<file path="config.mk">
export PLATFORM = sky130hd
export DESIGN_NAME = psg_codec_end_flat
export DESIGN_NICKNAME = d
export VERILOG_FILES = /design/src/core/psg_pkg.sv /design/src/core/psg_link_if.sv /design/src/core/psg_codec_end.sv /design/src/flat_wrapper.sv
export SDC_FILE = /design/constraint.sdc
export NUM_CORES = 1
export LEC_CHECK = 0
export BUFFER_PORTS_ARGS = -buffer_cell sky130_fd_sc_hd__buf_4
export CAP_MARGIN = 30
export CORE_MARGIN = 2
export CORE_UTILIZATION = 56
export CTS_BUF_LIST = sky130_fd_sc_hd__clkbuf_2
export CTS_CLUSTER_DIAMETER = 120
export DETAILED_ROUTE_END_ITERATION = 8
export PLACE_DENSITY = 0.78
export REMOVE_ABC_BUFFERS = 1
export SLEW_MARGIN = 0
export SYNTH_ARGS = -nofsm -noshare
export SYNTH_HDL_FRONTEND = slang
export SYNTH_SLANG_ARGS = --single-unit
export TNS_END_PERCENT = 1
</file>
<file path="constraint.sdc">
create_clock -name hclk -period 2.7 [get_ports hclk]
set_input_delay 0.135 -clock hclk [delete_from_list [all_inputs] [get_ports hclk]]
set_output_delay 0.135 -clock hclk [all_outputs]
set_load 0.02 [all_outputs]
</file>
<file path="src/core/psg_pkg.sv">
// shared constants and types for the slot, gain and echo-cancel configuration link
package psg_pkg;
  // clock rate and link half period
  localparam int unsigned CLK_MHZ = 40;
  localparam int unsigned LINK_HALF_NS = 200;
  localparam int unsigned LINK_HALF_CYC = LINK_HALF_NS * CLK_MHZ / 1000;
  localparam logic [3:0] HALF_LAST = 4'(LINK_HALF_CYC - 1);
  // frame geometry
  localparam logic [2:0] SLOT_LAST_BIT = 3'h7;
  localparam logic [5:0] SLOT_LAST = 6'h3f;
  localparam logic [8:0] FRAME_LAST = 9'h1ff;
  localparam logic [4:0] INSTR_BITS = 5'h10;
  localparam logic DUAL_PORT = 1'b1;
  // instruction codes, first byte
  localparam logic [7:0] CMD_TIMING = 8'h01;
  localparam logic [7:0] CMD_TX_ASSIGN = 8'h02;
  localparam logic [7:0] CMD_RX_ASSIGN = 8'h03;
  localparam logic [7:0] CMD_TX_GAIN = 8'h04;
  localparam logic [7:0] CMD_RX_GAIN = 8'h05;
  localparam logic [7:0] CMD_HYB_ONE = 8'h06;
  localparam logic [7:0] CMD_HYB_TWO = 8'h07;
  // second byte field positions
  localparam int unsigned ASG_EN = 7;
  localparam int unsigned ASG_PORT = 6;
  localparam int unsigned TIM_ND = 3;
  localparam int unsigned HYB_EN = 7;
  localparam int unsigned HYB_PHASE = 6;
  localparam int unsigned HYB_HIGH = 5;
  localparam int unsigned LOW_MODE = 7;
  localparam logic [4:0] ATTEN_MAX = 5'h18;
  // reset values
  localparam logic TIMING_ND_RST = 1'b1;
  localparam logic [7:0] GAIN_RST = 8'h00;
  localparam logic [7:0] HYB_RST = 8'h00;
  localparam logic [7:0] LOW_RST = 8'h00;
  // pin indices in the codec input vector
  localparam int unsigned PIN_BCLK = 0;
  localparam int unsigned PIN_TXM = 1;
  localparam int unsigned PIN_RXM = 2;
  localparam int unsigned PIN_RD0 = 3;
  localparam int unsigned PIN_RD1 = 4;
  localparam int unsigned PIN_CCLK = 5;
  localparam int unsigned PIN_CSN = 6;
  localparam int unsigned PIN_CDAT = 7;
  // controller register offsets and bits
  localparam logic [7:0] REG_CTRL = 8'h00;
  localparam logic [7:0] REG_CMD = 8'h04;
  localparam logic [7:0] REG_STATUS = 8'h08;
  localparam logic [7:0] REG_RX_SRC = 8'h0c;
  localparam logic [7:0] REG_TX_MON = 8'h10;
  localparam int unsigned CTRL_RUN = 0;
  localparam int unsigned CTRL_ND = 1;
  // slot counter of one direction
  typedef struct packed {
    logic act;
    logic pend;
    logic mk;
    logic [2:0] bitc;
    logic [5:0] slot;
  } psg_cnt_t;
  // one slot assignment
  typedef struct packed {
    logic en;
    logic port;
    logic [5:0] slot;
  } psg_asg_t;
  typedef enum logic [2:0] {C_IDLE, C_SETUP, C_LOW, C_HIGH, C_HOLD} psg_cstate_t;
endpackage : psg_pkg

</file>
<file path="src/core/psg_link_if.sv">
// pcm highway and serial control wires between controller and codec
interface psg_link_if;
  logic bclk;
  logic tx_frame_marker;
  logic rx_frame_marker;
  logic rx_pcm_in_first;
  logic rx_pcm_in_second;
  logic tx_pcm_out_first_o;
  logic tx_pcm_out_first_oe;
  logic tx_pcm_out_second_o;
  logic tx_pcm_out_second_oe;
  logic tx_pcm_out_first;
  logic tx_pcm_out_second;
  logic ctrl_clk;
  logic ctrl_sel_n;
  logic ctrl_data;
  // shared highway lines idle high when nobody drives
  assign tx_pcm_out_first = tx_pcm_out_first_oe ? tx_pcm_out_first_o : 1'b1;
  assign tx_pcm_out_second = tx_pcm_out_second_oe ? tx_pcm_out_second_o : 1'b1;
  modport codec (
    input bclk, tx_frame_marker, rx_frame_marker, rx_pcm_in_first, rx_pcm_in_second,
    input ctrl_clk, ctrl_sel_n, ctrl_data,
    output tx_pcm_out_first_o, tx_pcm_out_first_oe, tx_pcm_out_second_o, tx_pcm_out_second_oe
  );
  modport ctrl (
    output bclk, tx_frame_marker, rx_frame_marker, rx_pcm_in_first, rx_pcm_in_second,
    output ctrl_clk, ctrl_sel_n, ctrl_data,
    input tx_pcm_out_first, tx_pcm_out_second
  );
endinterface : psg_link_if

</file>
<file path="src/core/psg_codec_end.sv">
// codec end: slot counters, slot assignment, gain and echo-cancel settings
//
// Decided for this implementation: the AHB-Lite slave port and the register addresses.
module psg_codec_end
  import psg_pkg::*;
(
  input wire logic hclk,
  input wire logic hresetn,
  input wire logic ce,
  psg_link_if.codec link,
  input wire logic [7:0] tx_sample,
  output logic tx_sample_taken,
  output logic [7:0] rx_sample,
  output logic rx_sample_valid,
  output logic nondelayed_timing,
  output logic [7:0] tx_level_code,
  output logic tx_muted,
  output logic [7:0] rx_level_code,
  output logic analog_rx_off,
  output logic echo_enable,
  output logic echo_phase_noninv,
  output logic high_band_insert,
  output logic [4:0] cancel_attenuation,
  output logic low_band_enable,
  output logic low_band_first_order,
  output logic [6:0] low_band_pz
);
  typedef struct packed {
    logic [7:0] p0, p1, p2, lvl;
    logic nd;
    psg_cnt_t txc, rxc;
    psg_asg_t tx_cur, tx_new, rx_cur, rx_new;
    logic [1:0] tx_wait, rx_wait;
    logic [15:0] ins;
    logic [4:0] nbit;
    logic [7:0] txg, rxg, hyb, low;
    logic [4:0] att;
    logic txg_off, rxg_off, low_on;
    logic [7:0] txsh, rxsh, rxb;
    logic rxv, taken;
    logic dx0, dx0_oe, dx1, dx1_oe;
  } psg_codec_st_t;

  psg_codec_st_t r, n;
  logic [7:0] pins;
  logic b_rise, b_fall, c_rise, s_rise, s_fall, mk_tx, mk_rx, bitv;
  logic [5:0] tx_slot, rx_slot;

  // one bit-clock rise of a slot counter
  function automatic psg_cnt_t cnt_step(input psg_cnt_t c, input logic mk, input logic nd);
    psg_cnt_t o;
    o = c;
    o.mk = mk;
    if (c.pend) begin
      o.act = 1'b1; // delayed: slot 0 one bit clock after the marker
      o.pend = 1'b0;
      o.bitc = 3'h0;
      o.slot = 6'h00;
    end else if (c.act) begin
      if (c.bitc == SLOT_LAST_BIT) begin
        o.bitc = 3'h0;
        if (c.slot == SLOT_LAST) begin
          o.act = 1'b0; // frame ends after slot 63
        end else begin
          o.slot = c.slot + 6'h01;
        end
      end else begin
        o.bitc = c.bitc + 3'h1;
      end
    end
    // delayed markers overlap the last bit of a full frame, so that bit still counts
    if (mk && !c.mk && nd) begin
      o.act = 1'b1; // non-delayed: slot 0 starts at this edge
      o.pend = 1'b0;
      o.bitc = 3'h0;
      o.slot = 6'h00;
    end else if (mk && !c.mk) begin
      o.pend = 1'b1;
    end
    return o;
  endfunction : cnt_step

  // second byte of an assignment
  function automatic psg_asg_t to_asg(input logic [7:0] b);
    psg_asg_t a;
    a.en = b[ASG_EN];
    a.port = b[ASG_PORT] & DUAL_PORT;
    a.slot = b[5:0];
    return a;
  endfunction : to_asg

  assign pins = {link.ctrl_data, link.ctrl_sel_n, link.ctrl_clk, link.rx_pcm_in_second,
                 link.rx_pcm_in_first, link.rx_frame_marker, link.tx_frame_marker, link.bclk};

  // next state
  always_comb begin
    n = r;
    n.rxv = 1'b0;
    n.taken = 1'b0;
    n.p0 = pins;
    n.p1 = r.p0;
    n.p2 = r.p1;
    n.lvl = (r.p1 & r.p2) | (r.lvl & (r.p1 ^ r.p2));
    b_rise = n.lvl[PIN_BCLK] & ~r.lvl[PIN_BCLK];
    b_fall = ~n.lvl[PIN_BCLK] & r.lvl[PIN_BCLK];
    c_rise = n.lvl[PIN_CCLK] & ~r.lvl[PIN_CCLK];
    s_rise = n.lvl[PIN_CSN] & ~r.lvl[PIN_CSN];
    s_fall = ~n.lvl[PIN_CSN] & r.lvl[PIN_CSN];
    mk_tx = n.lvl[PIN_TXM];
    mk_rx = n.lvl[PIN_RXM];
    tx_slot = r.nd ? 6'h00 : r.tx_cur.slot;
    rx_slot = r.nd ? 6'h00 : r.rx_cur.slot;
    bitv = 1'b0;
    if (b_rise) begin
      // frame starts count down pending assignments
      if (r.nd ? (mk_tx && !r.txc.mk) : r.txc.pend) begin
        if (r.tx_wait == 2'h2) begin
          n.tx_wait = 2'h1;
        end else if (r.tx_wait == 2'h1) begin
          n.tx_cur = r.tx_new;
          n.tx_wait = 2'h0;
        end
      end
      if (r.nd ? (mk_rx && !r.rxc.mk) : r.rxc.pend) begin
        if (r.rx_wait == 2'h2) begin
          n.rx_wait = 2'h1;
        end else if (r.rx_wait == 2'h1) begin
          n.rx_cur = r.rx_new;
          n.rx_wait = 2'h0;
        end
      end
      tx_slot = r.nd ? 6'h00 : n.tx_cur.slot; // assignment starting at this frame
      n.txc = cnt_step(r.txc, mk_tx, r.nd);
      n.rxc = cnt_step(r.rxc, mk_rx, r.nd);
      // transmit bit driven only in the assigned slot, or in slot 0 under non-delayed timing
      if (n.txc.act && n.txc.slot == tx_slot && n.tx_cur.en) begin
        bitv = (n.txc.bitc == 3'h0) ? tx_sample[7] : r.txsh[7];
        n.txsh = (n.txc.bitc == 3'h0) ? {tx_sample[6:0], 1'b0} : {r.txsh[6:0], 1'b0};
        n.taken = (n.txc.bitc == 3'h0);
        n.dx0 = bitv;
        n.dx1 = bitv;
        n.dx0_oe = !n.tx_cur.port;
        n.dx1_oe = n.tx_cur.port;
      end else begin
        n.dx0_oe = 1'b0;
        n.dx1_oe = 1'b0;
      end
    end
    // receive bit sampled on the falling edge in the assigned slot, or in slot 0 under non-delayed timing
    if (b_fall && r.rxc.act && r.rxc.slot == rx_slot && r.rx_cur.en) begin
      bitv = r.rx_cur.port ? n.lvl[PIN_RD1] : n.lvl[PIN_RD0];
      n.rxsh = {r.rxsh[6:0], bitv};
      if (r.rxc.bitc == SLOT_LAST_BIT) begin
        n.rxb = {r.rxsh[6:0], bitv};
        n.rxv = 1'b1;
      end
    end
    // serial control port shift-in
    if (s_fall) begin
      n.nbit = 5'h00;
    end
    if (c_rise && !n.lvl[PIN_CSN]) begin
      n.ins = {r.ins[14:0], n.lvl[PIN_CDAT]};
      if (r.nbit != 5'h1f) begin
        n.nbit = r.nbit + 5'h01;
      end
    end
    // instruction takes effect on select release after exactly 16 bits
    if (s_rise && r.nbit == INSTR_BITS) begin
      case (r.ins[15:8])
        CMD_TIMING: n.nd = r.ins[TIM_ND];
        CMD_TX_ASSIGN: begin
          n.tx_new = to_asg(r.ins[7:0]);
          n.tx_wait = 2'h2;
        end
        CMD_RX_ASSIGN: begin
          n.rx_new = to_asg(r.ins[7:0]);
          n.rx_wait = 2'h2;
        end
        CMD_TX_GAIN: begin
          n.txg = r.ins[7:0];
          n.txg_off = (r.ins[7:0] == 8'h00);
        end
        CMD_RX_GAIN: begin
          n.rxg = r.ins[7:0];
          n.rxg_off = (r.ins[7:0] == 8'h00);
        end
        CMD_HYB_ONE: begin
          n.hyb = r.ins[7:0];
          n.att = (r.ins[4:0] > ATTEN_MAX) ? ATTEN_MAX : r.ins[4:0];
        end
        CMD_HYB_TWO: begin
          n.low = r.ins[7:0];
          n.low_on = (r.ins[7:0] != 8'h00);
        end
        default: ;
      endcase
    end
  end

  // state register
  always_ff @(posedge hclk or negedge hresetn) begin
    if (!hresetn) begin
      r <= '0;
      r.p0 <= 8'h40;
      r.p1 <= 8'h40;
      r.p2 <= 8'h40;
      r.lvl <= 8'h40; // select idles high
      r.nd <= TIMING_ND_RST;
      r.txg <= GAIN_RST;
      r.rxg <= GAIN_RST;
      r.txg_off <= (GAIN_RST == 8'h00);
      r.rxg_off <= (GAIN_RST == 8'h00);
      r.hyb <= HYB_RST;
      r.low <= LOW_RST;
    end else if (ce) begin
      r <= n;
    end
  end

  assign link.tx_pcm_out_first_o = r.dx0;
  assign link.tx_pcm_out_first_oe = r.dx0_oe;
  assign link.tx_pcm_out_second_o = r.dx1;
  assign link.tx_pcm_out_second_oe = r.dx1_oe;
  assign tx_sample_taken = r.taken;
  assign rx_sample = r.rxb;
  assign rx_sample_valid = r.rxv;
  assign nondelayed_timing = r.nd;
  assign tx_level_code = r.txg;
  assign tx_muted = r.txg_off;
  assign rx_level_code = r.rxg;
  assign analog_rx_off = r.rxg_off;
  assign echo_enable = r.hyb[HYB_EN];
  assign echo_phase_noninv = r.hyb[HYB_PHASE];
  assign high_band_insert = r.hyb[HYB_HIGH];
  assign cancel_attenuation = r.att;
  assign low_band_enable = r.low_on;
  assign low_band_first_order = r.low[LOW_MODE];
  assign low_band_pz = r.low[6:0];
endmodule : psg_codec_end

</file>
<file path="src/flat_wrapper.sv">
// flat-port wrapper written by rule: the top's interface ports become plain ports
module psg_codec_end_flat import psg_pkg::*;
  (hclk, hresetn, ce, tx_sample, tx_sample_taken, rx_sample, rx_sample_valid, nondelayed_timing, tx_level_code, tx_muted, rx_level_code, analog_rx_off, echo_enable, echo_phase_noninv, high_band_insert, cancel_attenuation, low_band_enable, low_band_first_order, low_band_pz, link_bclk, link_tx_frame_marker, link_rx_frame_marker, link_rx_pcm_in_first, link_rx_pcm_in_second, link_ctrl_clk, link_ctrl_sel_n, link_ctrl_data, link_tx_pcm_out_first_o, link_tx_pcm_out_first_oe, link_tx_pcm_out_second_o, link_tx_pcm_out_second_oe);
  psg_link_if link_i ();
  input wire logic hclk;
  input wire logic hresetn;
  input wire logic ce;
  input wire logic [7:0] tx_sample;
  output logic tx_sample_taken;
  output logic [7:0] rx_sample;
  output logic rx_sample_valid;
  output logic nondelayed_timing;
  output logic [7:0] tx_level_code;
  output logic tx_muted;
  output logic [7:0] rx_level_code;
  output logic analog_rx_off;
  output logic echo_enable;
  output logic echo_phase_noninv;
  output logic high_band_insert;
  output logic [4:0] cancel_attenuation;
  output logic low_band_enable;
  output logic low_band_first_order;
  output logic [6:0] low_band_pz;
  input wire logic [$bits(link_i.bclk)-1:0] link_bclk;
  input wire logic [$bits(link_i.tx_frame_marker)-1:0] link_tx_frame_marker;
  input wire logic [$bits(link_i.rx_frame_marker)-1:0] link_rx_frame_marker;
  input wire logic [$bits(link_i.rx_pcm_in_first)-1:0] link_rx_pcm_in_first;
  input wire logic [$bits(link_i.rx_pcm_in_second)-1:0] link_rx_pcm_in_second;
  input wire logic [$bits(link_i.ctrl_clk)-1:0] link_ctrl_clk;
  input wire logic [$bits(link_i.ctrl_sel_n)-1:0] link_ctrl_sel_n;
  input wire logic [$bits(link_i.ctrl_data)-1:0] link_ctrl_data;
  output wire logic [$bits(link_i.tx_pcm_out_first_o)-1:0] link_tx_pcm_out_first_o;
  output wire logic [$bits(link_i.tx_pcm_out_first_oe)-1:0] link_tx_pcm_out_first_oe;
  output wire logic [$bits(link_i.tx_pcm_out_second_o)-1:0] link_tx_pcm_out_second_o;
  output wire logic [$bits(link_i.tx_pcm_out_second_oe)-1:0] link_tx_pcm_out_second_oe;
  assign link_i.bclk = link_bclk;
  assign link_i.tx_frame_marker = link_tx_frame_marker;
  assign link_i.rx_frame_marker = link_rx_frame_marker;
  assign link_i.rx_pcm_in_first = link_rx_pcm_in_first;
  assign link_i.rx_pcm_in_second = link_rx_pcm_in_second;
  assign link_i.ctrl_clk = link_ctrl_clk;
  assign link_i.ctrl_sel_n = link_ctrl_sel_n;
  assign link_i.ctrl_data = link_ctrl_data;
  assign link_tx_pcm_out_first_o = link_i.tx_pcm_out_first_o;
  assign link_tx_pcm_out_first_oe = link_i.tx_pcm_out_first_oe;
  assign link_tx_pcm_out_second_o = link_i.tx_pcm_out_second_o;
  assign link_tx_pcm_out_second_oe = link_i.tx_pcm_out_second_oe;
  psg_codec_end u_core (.hclk(hclk), .hresetn(hresetn), .ce(ce), .link(link_i), .tx_sample(tx_sample), .tx_sample_taken(tx_sample_taken), .rx_sample(rx_sample), .rx_sample_valid(rx_sample_valid), .nondelayed_timing(nondelayed_timing), .tx_level_code(tx_level_code), .tx_muted(tx_muted), .rx_level_code(rx_level_code), .analog_rx_off(analog_rx_off), .echo_enable(echo_enable), .echo_phase_noninv(echo_phase_noninv), .high_band_insert(high_band_insert), .cancel_attenuation(cancel_attenuation), .low_band_enable(low_band_enable), .low_band_first_order(low_band_first_order), .low_band_pz(low_band_pz));
endmodule
</file>
==> results of run 1 <==
-- cells by family (layout without fill, tap and decap cells) --
kind of cell / Yosys count / in the layout
DFF: 176 / 176
and+or+nand+nor: 148 / 148
muxes: 145 / 145
AOI/OAI and AO/OA: 90 / 90
buffers and inverters: 73 / 169
adders and majority gates: 17 / 17
xor gates and xnor gates: 8 / 8
-- worst min path at each step --
stage | end | cells after the start
2_1_floorplan | u_core.cancel_attenuation[0] | 0
3_3_place_gp | u_core.r[23] | 1
3_5_place_dp | u_core.r[23] | 1
4_1_cts | u_core.n[171] | 3
5_1_grt | u_core.n[174] | 3
6_report | u_core.n[175] | 3
-- cell type report --
type / count / area [um^2] / share of cell area, %
Tap cell: 180 / 225 / 2.42
Inverter: 15 / 56.3 / 0.604
Clock inverter: 14 / 213 / 2.28
Clock buffer: 18 / 90.1 / 0.966
Sequential cell: 176 / 4410 / 47.3
Multi-Input combinational cell: 408 / 3300 / 35.4
Timing Repair Buffer: 122 / 1020 / 11.0
-- power groups by stage --
stage / registers [mW] / clock network [mW] / logic, mW
global placement: 3.18 / 0 / 1.03
finish: 3.16 / 1.60 / 1.15
global route: 3.20 / 1.77 / 1.29
CTS: 3.16 / 1.65 / 1.14
detailed placement: 3.20 / 0 / 1.10
floorplan: 3.11 / 0 / 0.725
-- synth_stat cells, drive strengths merged, types with 8 or more instances --
cell,instances,area [um^2]
nand2,61,229
ha,17,213
a21oi,21,105
mux2i,13,130
nor2,29,109
inv,15,56.3
dfrtp,169,4230
mux2,132,1490
a22o,8,70.1
buf,41,302
nand4,9,56.3
o21ai,30,150
clkbuf,17,63.8
-- critical path, delay by kind of cell, from the launching register on --
| kind | cells | cell delay [ns] |
|---|---|---|
| and+or+nand+nor | 3 | 0.52 |
| DFF | 1 | 0.45 |
| xor gates and xnor gates | 1 | 0.15 |
| adders and majority gates | 1 | 0.29 |
| muxes | 2 | 0.56 |
| AOI/OAI and AO/OA | 1 | 0.30 |
| buffers and inverters | 2 | 0.35 |
-- routing by layer --
layer	routed length, um	GRT usage [%]
met1	6830	27.6
met2	7840	35.4
met3	727	5.54
met4	227	6.81
met5	0	0
-- flip-flops by register name, summed over array words and instances (netlist names) --
name and cells:
u_core.r 111, u_core.nondelayed_timing 1, u_core.n 16, u_core.echo_phase_noninv 1
u_core.link.tx_pcm_out_second_oe 1, u_core.low_band_pz 7, u_core.tx_muted 1, u_core.rx_sample_valid 1
u_core.link.tx_pcm_out_first_o 1, u_core.cancel_attenuation 5, u_core.echo_enable 1, u_core.link.tx_pcm_out_first_oe 1
u_core.rx_sample 8, u_core.analog_rx_off 1, u_core.tx_sample_taken 1, u_core.rx_level_code 8
u_core.low_band_enable 1, u_core.low_band_first_order 1, u_core.tx_level_code 8, u_core.high_band_insert 1
-- stage by stage --
step | util [%] | std cells | setup TNS, ns | hold WS [ns]
2_1_floorplan | - | 599 | -1.28 | -0.161
3_5_place_dp | 62.4 | 877 | -0.255 | 0.178
5_1_grt | 66.6 | 933 | -1.84 | 0.0984
6_report | 66.6 | 933 | -0.233 | 0.182
4_1_cts | 66.3 | 931 | -0.338 | 0.106
3_3_place_gp | 62.4 | 877 | 0 | 0.170
-- what timing repair did --
| item | in CTS | in global routing |
|---|---|---|
| setup endpoints to repair | 8 | 66 |
| gates resized for setup | 2 | 8 |
| pin swaps | 1 | 2 |
| hold buffers | 22 | 0 |
| buffers inserted | 0 | 2 |
| endpoints found under the hold margin | 202 | 0 |
==> impl_metrics.json, run 1 <==
{
  "max_freq_mhz": 362,
  "first_global_vias": 5439,
  "final_nets": 776,
  "clock_path_buffers": 2,
  "status": "finished with violations",
  "relSlewSlack_pct": 59.4,
  "synth_fa_ha_area_share_pct": 2.63,
  "power.density_nw_per_um2": 634,
  "pin_count": 69,
  "hp-class": "in -> reg",
  "cts_tree": "done",
  "regToRegSetupSlack_ns": -0.07,
  "cts_buffers": 17,
  "synth.avg_cell_area_um2": 12.3,
  "period_minus_slack_ns": 2.77,
  "dr.pass1.iters": 5,
  "routedWlPerCell_um": 16.7,
  "numPortBuffers": 68,
  "grt_max_degree": 70,
  "n_antenna_cell": 0,
  "clock-root-buffer": "clkbuf_2",
  "final_common_cell": "dfrtp_1",
  "switchingPower_mw": 1.76,
  "via_count": 5252,
  "pre_cts_ws_ns": -0.0412,
  "power_mw": 5.91,
  "drv_slew": 0,
  "synth_edf_count": 0,
  "period_share_pct": 102,
  "die_width_um": 124,
  "clock_skew_ns": 0.0386,
  "rows": 43,
  "crit_required_ns": 3.31,
  "grt_antenna_before_repair": 0,
  "ant_nets": 0,
  "die_h_um": 124,
  "synthMuxAreaShare_pct": 20.0,
  "p_clk_share_pct": 27.1,
  "p_int_mw": 4.15,
  "leakagePower_nw": 4.52,
  "core_um2": 14000,
  "crit_start": "u_core.n[161]",
  "worst_pin_slew_ns": 0.603,
  "arrival_ns": 3.38,
  "worst_slack_ns": -0.0655,
  "synth_cell_types": 56,
  "cp-start-kind": "register",
  "place_congestion": 0.794,
  "synth_ff_type": "dfrtp_1",
  "dieArea_um2": 15400,
  "routed_wl_mm": 15.6,
  "synth_xor_area_share_pct": 0.865,
  "synth_top_family_by_area": "multiplexers",
  "syn2layout_area_growth_pct": 15.1,
  "remaining_drc_errors": 0,
  "cp-endpoint": "u_core.r[29]",
  "synthSimpleGateAreaFrac_pct": 9.39,
  "reg2reg_from": "u_core.n[161]",
  "pwr-share-comb_pct": 19.4,
  "via_per_inst": 5.63,
  "drt-initial-drc-count": 370,
  "layout_common_cells": "dfrtp_1, mux2_2, buf_4",
  "cp_slowest_cell": "dfrtp_1",
  "layout-drive-gt1-share_pct": 38.4,
  "switching_share_pct": 29.7,
  "synth_compound_area_share_pct": 7.48,
  "ys_ff_latch": 176,
  "dp.final_hpwl_mm": 10.5,
  "worst-setup-path-type": "reg -> reg",
  "setup_viol": 8,
  "rsz0062_at_grt": "yes",
  "clk_pin_slew_ns": 0.26,
  "dpl_cell_area_um2": 8720,
  "grt_pass1_wl_mm": 26.9,
  "violations": "negative setup slack",
  "rr_worst_depth": 10,
  "grt_overflow": 0,
  "synth_seq_area_share_pct": 54.5,
  "synthesis.area_um2": 8100,
  "htree_levels": 4,
  "hold_viol": 0,
  "crit_fanout": 9,
  "start_util_pct": 57.9,
  "async_reset_ff_share_pct": 100,
  "grt.total_usage_pct": 21.3,
  "cts_sinks": 176,
  "p_seq_share_pct": 53.5,
  "crit_chain": "ha_1, nand2_1, a2111oi_4, buf_6, mux2i_1, xnor2_1, nand4_1, nor3_4, buf_12, mux2_2",
  "min_from": "link_ctrl_data",
  "end_kind": "register",
  "synth_cells": 657,
  "ys_warn_count": 0,
  "clock_latency_ns": 0.74,
  "critPathMaxStageDelay_ns": 0.45,
  "peakVddDrop_mv": 0.546,
  "rr_endpoint": "u_core.r[29]",
  "maxCapViolations": 0,
  "stdcell_area_um2": 9320,
  "n_fill_cell": 1033
}
Note: power is estimated with default switching activity, not from simulation.
==> run 2: changes to the inputs <==
--- a/config.mk
+++ b/config.mk
@@ -9,7 +9,7 @@
 export CAP_MARGIN = 30
 export CORE_MARGIN = 2
 export CORE_UTILIZATION = 56
-export CTS_BUF_LIST = sky130_fd_sc_hd__clkbuf_2
+export CTS_BUF_LIST = sky130_fd_sc_hd__clkbuf_8
 export CTS_CLUSTER_DIAMETER = 120
 export DETAILED_ROUTE_END_ITERATION = 8
 export PLACE_DENSITY = 0.78
==> impl_metrics.json, run 2 (synthesized netlist as in run 1, its figures left out) <==
{
  "clk_pin_slew_ns": 0.09,
  "fin_hold_ws_ns": 0.0318,
  "regMostFlops": "u_core.r",
  "layout-drive-gt1-share_pct": 39.8,
  "place_congestion": 0.794,
  "dieArea_um2": 15400,
  "via_count": 5235,
  "htree_levels": 4,
  "core_um2": 14000,
  "worst_pin_slew_ns": 0.645,
  "crit_fanout": 9,
  "crit_chain": "ha_4, nand2_2, a2111oi_4, buf_6, mux2i_1, xnor2_1, nand4b_1, nor3_4, buf_12, mux2_2",
  "hold_viol": 0,
  "period_minus_slack_ns": 2.71,
  "status": "finished with violations",
  "rsz0062_at_grt": "yes",
  "start_util_pct": 57.9,
  "hp-class": "in -> reg",
  "relSlewSlack_pct": 57.0,
  "hold_depth": 3,
  "p_int_mw": 4.58,
  "final_nets": 765,
  "regToRegSetupSlack_ns": -0.006,
  "pre_cts_ws_ns": -0.0412,
  "rows": 43,
  "cts_buffers": 17,
  "drv_slew": 0,
  "via_per_inst": 5.68,
  "end_kind": "register",
  "grt_overflow": 0,
  "arrival_ns": 3.04,
  "p_seq_share_pct": 49.5,
  "leakagePower_nw": 4.54,
  "clock_path_buffers": 2,
  "drt-initial-drc-count": 298,
  "remaining_drc_errors": 0,
  "final_common_cell": "dfrtp_1",
  "n_antenna_cell": 0,
  "routed_wl_mm": 15.7,
  "maxCapViolations": 0,
  "power_mw": 6.39,
  "holdPathEnd": "u_core.r[24]",
  "syn2layout_area_growth_pct": 15.9,
  "rr_worst_depth": 10,
  "grt_max_degree": 71,
  "p_clk_share_pct": 32.7,
  "first_global_vias": 5462,
  "dpl_cell_area_um2": 8720,
  "peakVddDrop_mv": 0.418,
  "cts_sinks": 176,
  "violations": "negative setup slack",
  "grt_antenna_before_repair": 0,
  "pin_count": 69,
  "period_share_pct": 100,
  "die_width_um": 124,
  "layout_common_cells": "dfrtp_1, mux2_2, buf_4",
  "setup_viol": 1,
  "worst_slack_ns": -0.00616,
  "rr_endpoint": "u_core.r[29]",
  "grt.total_usage_pct": 21.2,
  "clock-root-buffer": "clkbuf_8",
  "stdcell_area_um2": 9390,
  "pwr-share-comb_pct": 17.8,
  "power.density_nw_per_um2": 681,
  "reg2reg_from": "u_core.n[161]",
  "cp_slowest_cell": "dfrtp_1",
  "setup_tns_ns": -0.00616,
  "clock_latency_ns": 0.46,
  "cp-start-kind": "register",
  "switching_share_pct": 28.3,
  "worst-setup-path-type": "reg -> reg",
  "clock_skew_ns": 0.0155,
  "routedWlPerCell_um": 17.1,
  "critPathMaxStageDelay_ns": 0.43,
  "switchingPower_mw": 1.81,
  "dr.pass1.iters": 4,
  "ant_nets": 0,
  "numPortBuffers": 68,
  "crit_required_ns": 3.03,
  "dp.final_hpwl_mm": 10.5,
  "grt_pass1_wl_mm": 26.9,
  "largest_reg_flops": 111,
  "max_freq_mhz": 370,
  "cts_tree": "done",
  "min_from": "tx_sample[1]",
  "die_h_um": 124
}
-- run 2: changes by cell type in the layout (fill, tap and decap cells not counted), moves of 2 or more --
cell / delta
clkbuf_8: +19
ha_2: +2
clkbuf_2: -18
dlygate4sd3_1: -11
clkinv_1: -2
ha_1: -3
-- run 2: worst max path at each step --
| stage | startpoint | end | cells after the start |
|---|---|---|---|
| floorplan | u_core.nondelayed_timing | u_core.link.tx_pcm_out_first_o | 7 |
| global placement | u_core.n[161] | u_core.link.tx_pcm_out_first_o | 10 |
| CTS | u_core.n[161] | u_core.r[29] | 10 |
| global route | u_core.r[145] | u_core.r[26] | 11 |
| finish | u_core.n[161] | u_core.r[29] | 10 |
| detailed placement | u_core.n[161] | u_core.r[29] | 10 |
-- run 2: power by group through the flow --
| stage | sequential (mW) | combinational, mW | clock (mW) |
|---|---|---|---|
| after detailed placement | 3.20 | 1.10 | 0 |
| final | 3.16 | 1.14 | 2.09 |
| after floorplan | 3.11 | 0.725 | 0 |
| after CTS | 3.16 | 1.14 | 2.14 |
| after global placement | 3.18 | 1.03 | 0 |
| after global routing | 3.20 | 1.27 | 2.25 |
-- run 2: metrics by stage --
step | utilization [%] | cells
2_1_floorplan | - | 599
3_3_place_gp | 62.4 | 877
3_5_place_dp | 62.4 | 877
4_1_cts | 66.9 | 922
5_1_grt | 67.1 | 922
6_report | 67.1 | 922
-- run 2: timing repair --
action / 4_1_cts / 5_1_grt
gates resized for setup: 10 / 6
endpoints found under the setup margin: 8 / 57
hold buffers: 10 / 0
buffers inserted: 3 / 0
pin swaps: 2 / 0
hold endpoints to repair: 77 / 0
-- run 2: routing by layer --
metal / routed length (um) / global-route usage (%)
met5: 0 / 0
met4: 238 / 7.14
met3: 708 / 5.28
met2: 7900 / 35.4
met1: 6880 / 27.1
-- run 2: cell type report --
class	instances	area, um^2
fill	1032	4600
tap	180	225
sequential	176	4410
clock buffer	19	262
timing repair buffer	111	895
multi-input combinational	408	3330
clock inverter	13	209
inverter	15	56.3
-- run 2: worst max-delay path, delay by kind of cell, from the launching register on --
family                   cells  cell delay (ns)
XOR/XNOR                     1             0.15
buffers and inverters        2             0.33
AND/OR/NAND/NOR              3             0.51
flip-flops                   1             0.43
adder cells (fa/ha/maj)      1             0.29
multiplexers                 2             0.55
AO/OA/AOI/OAI                1             0.30
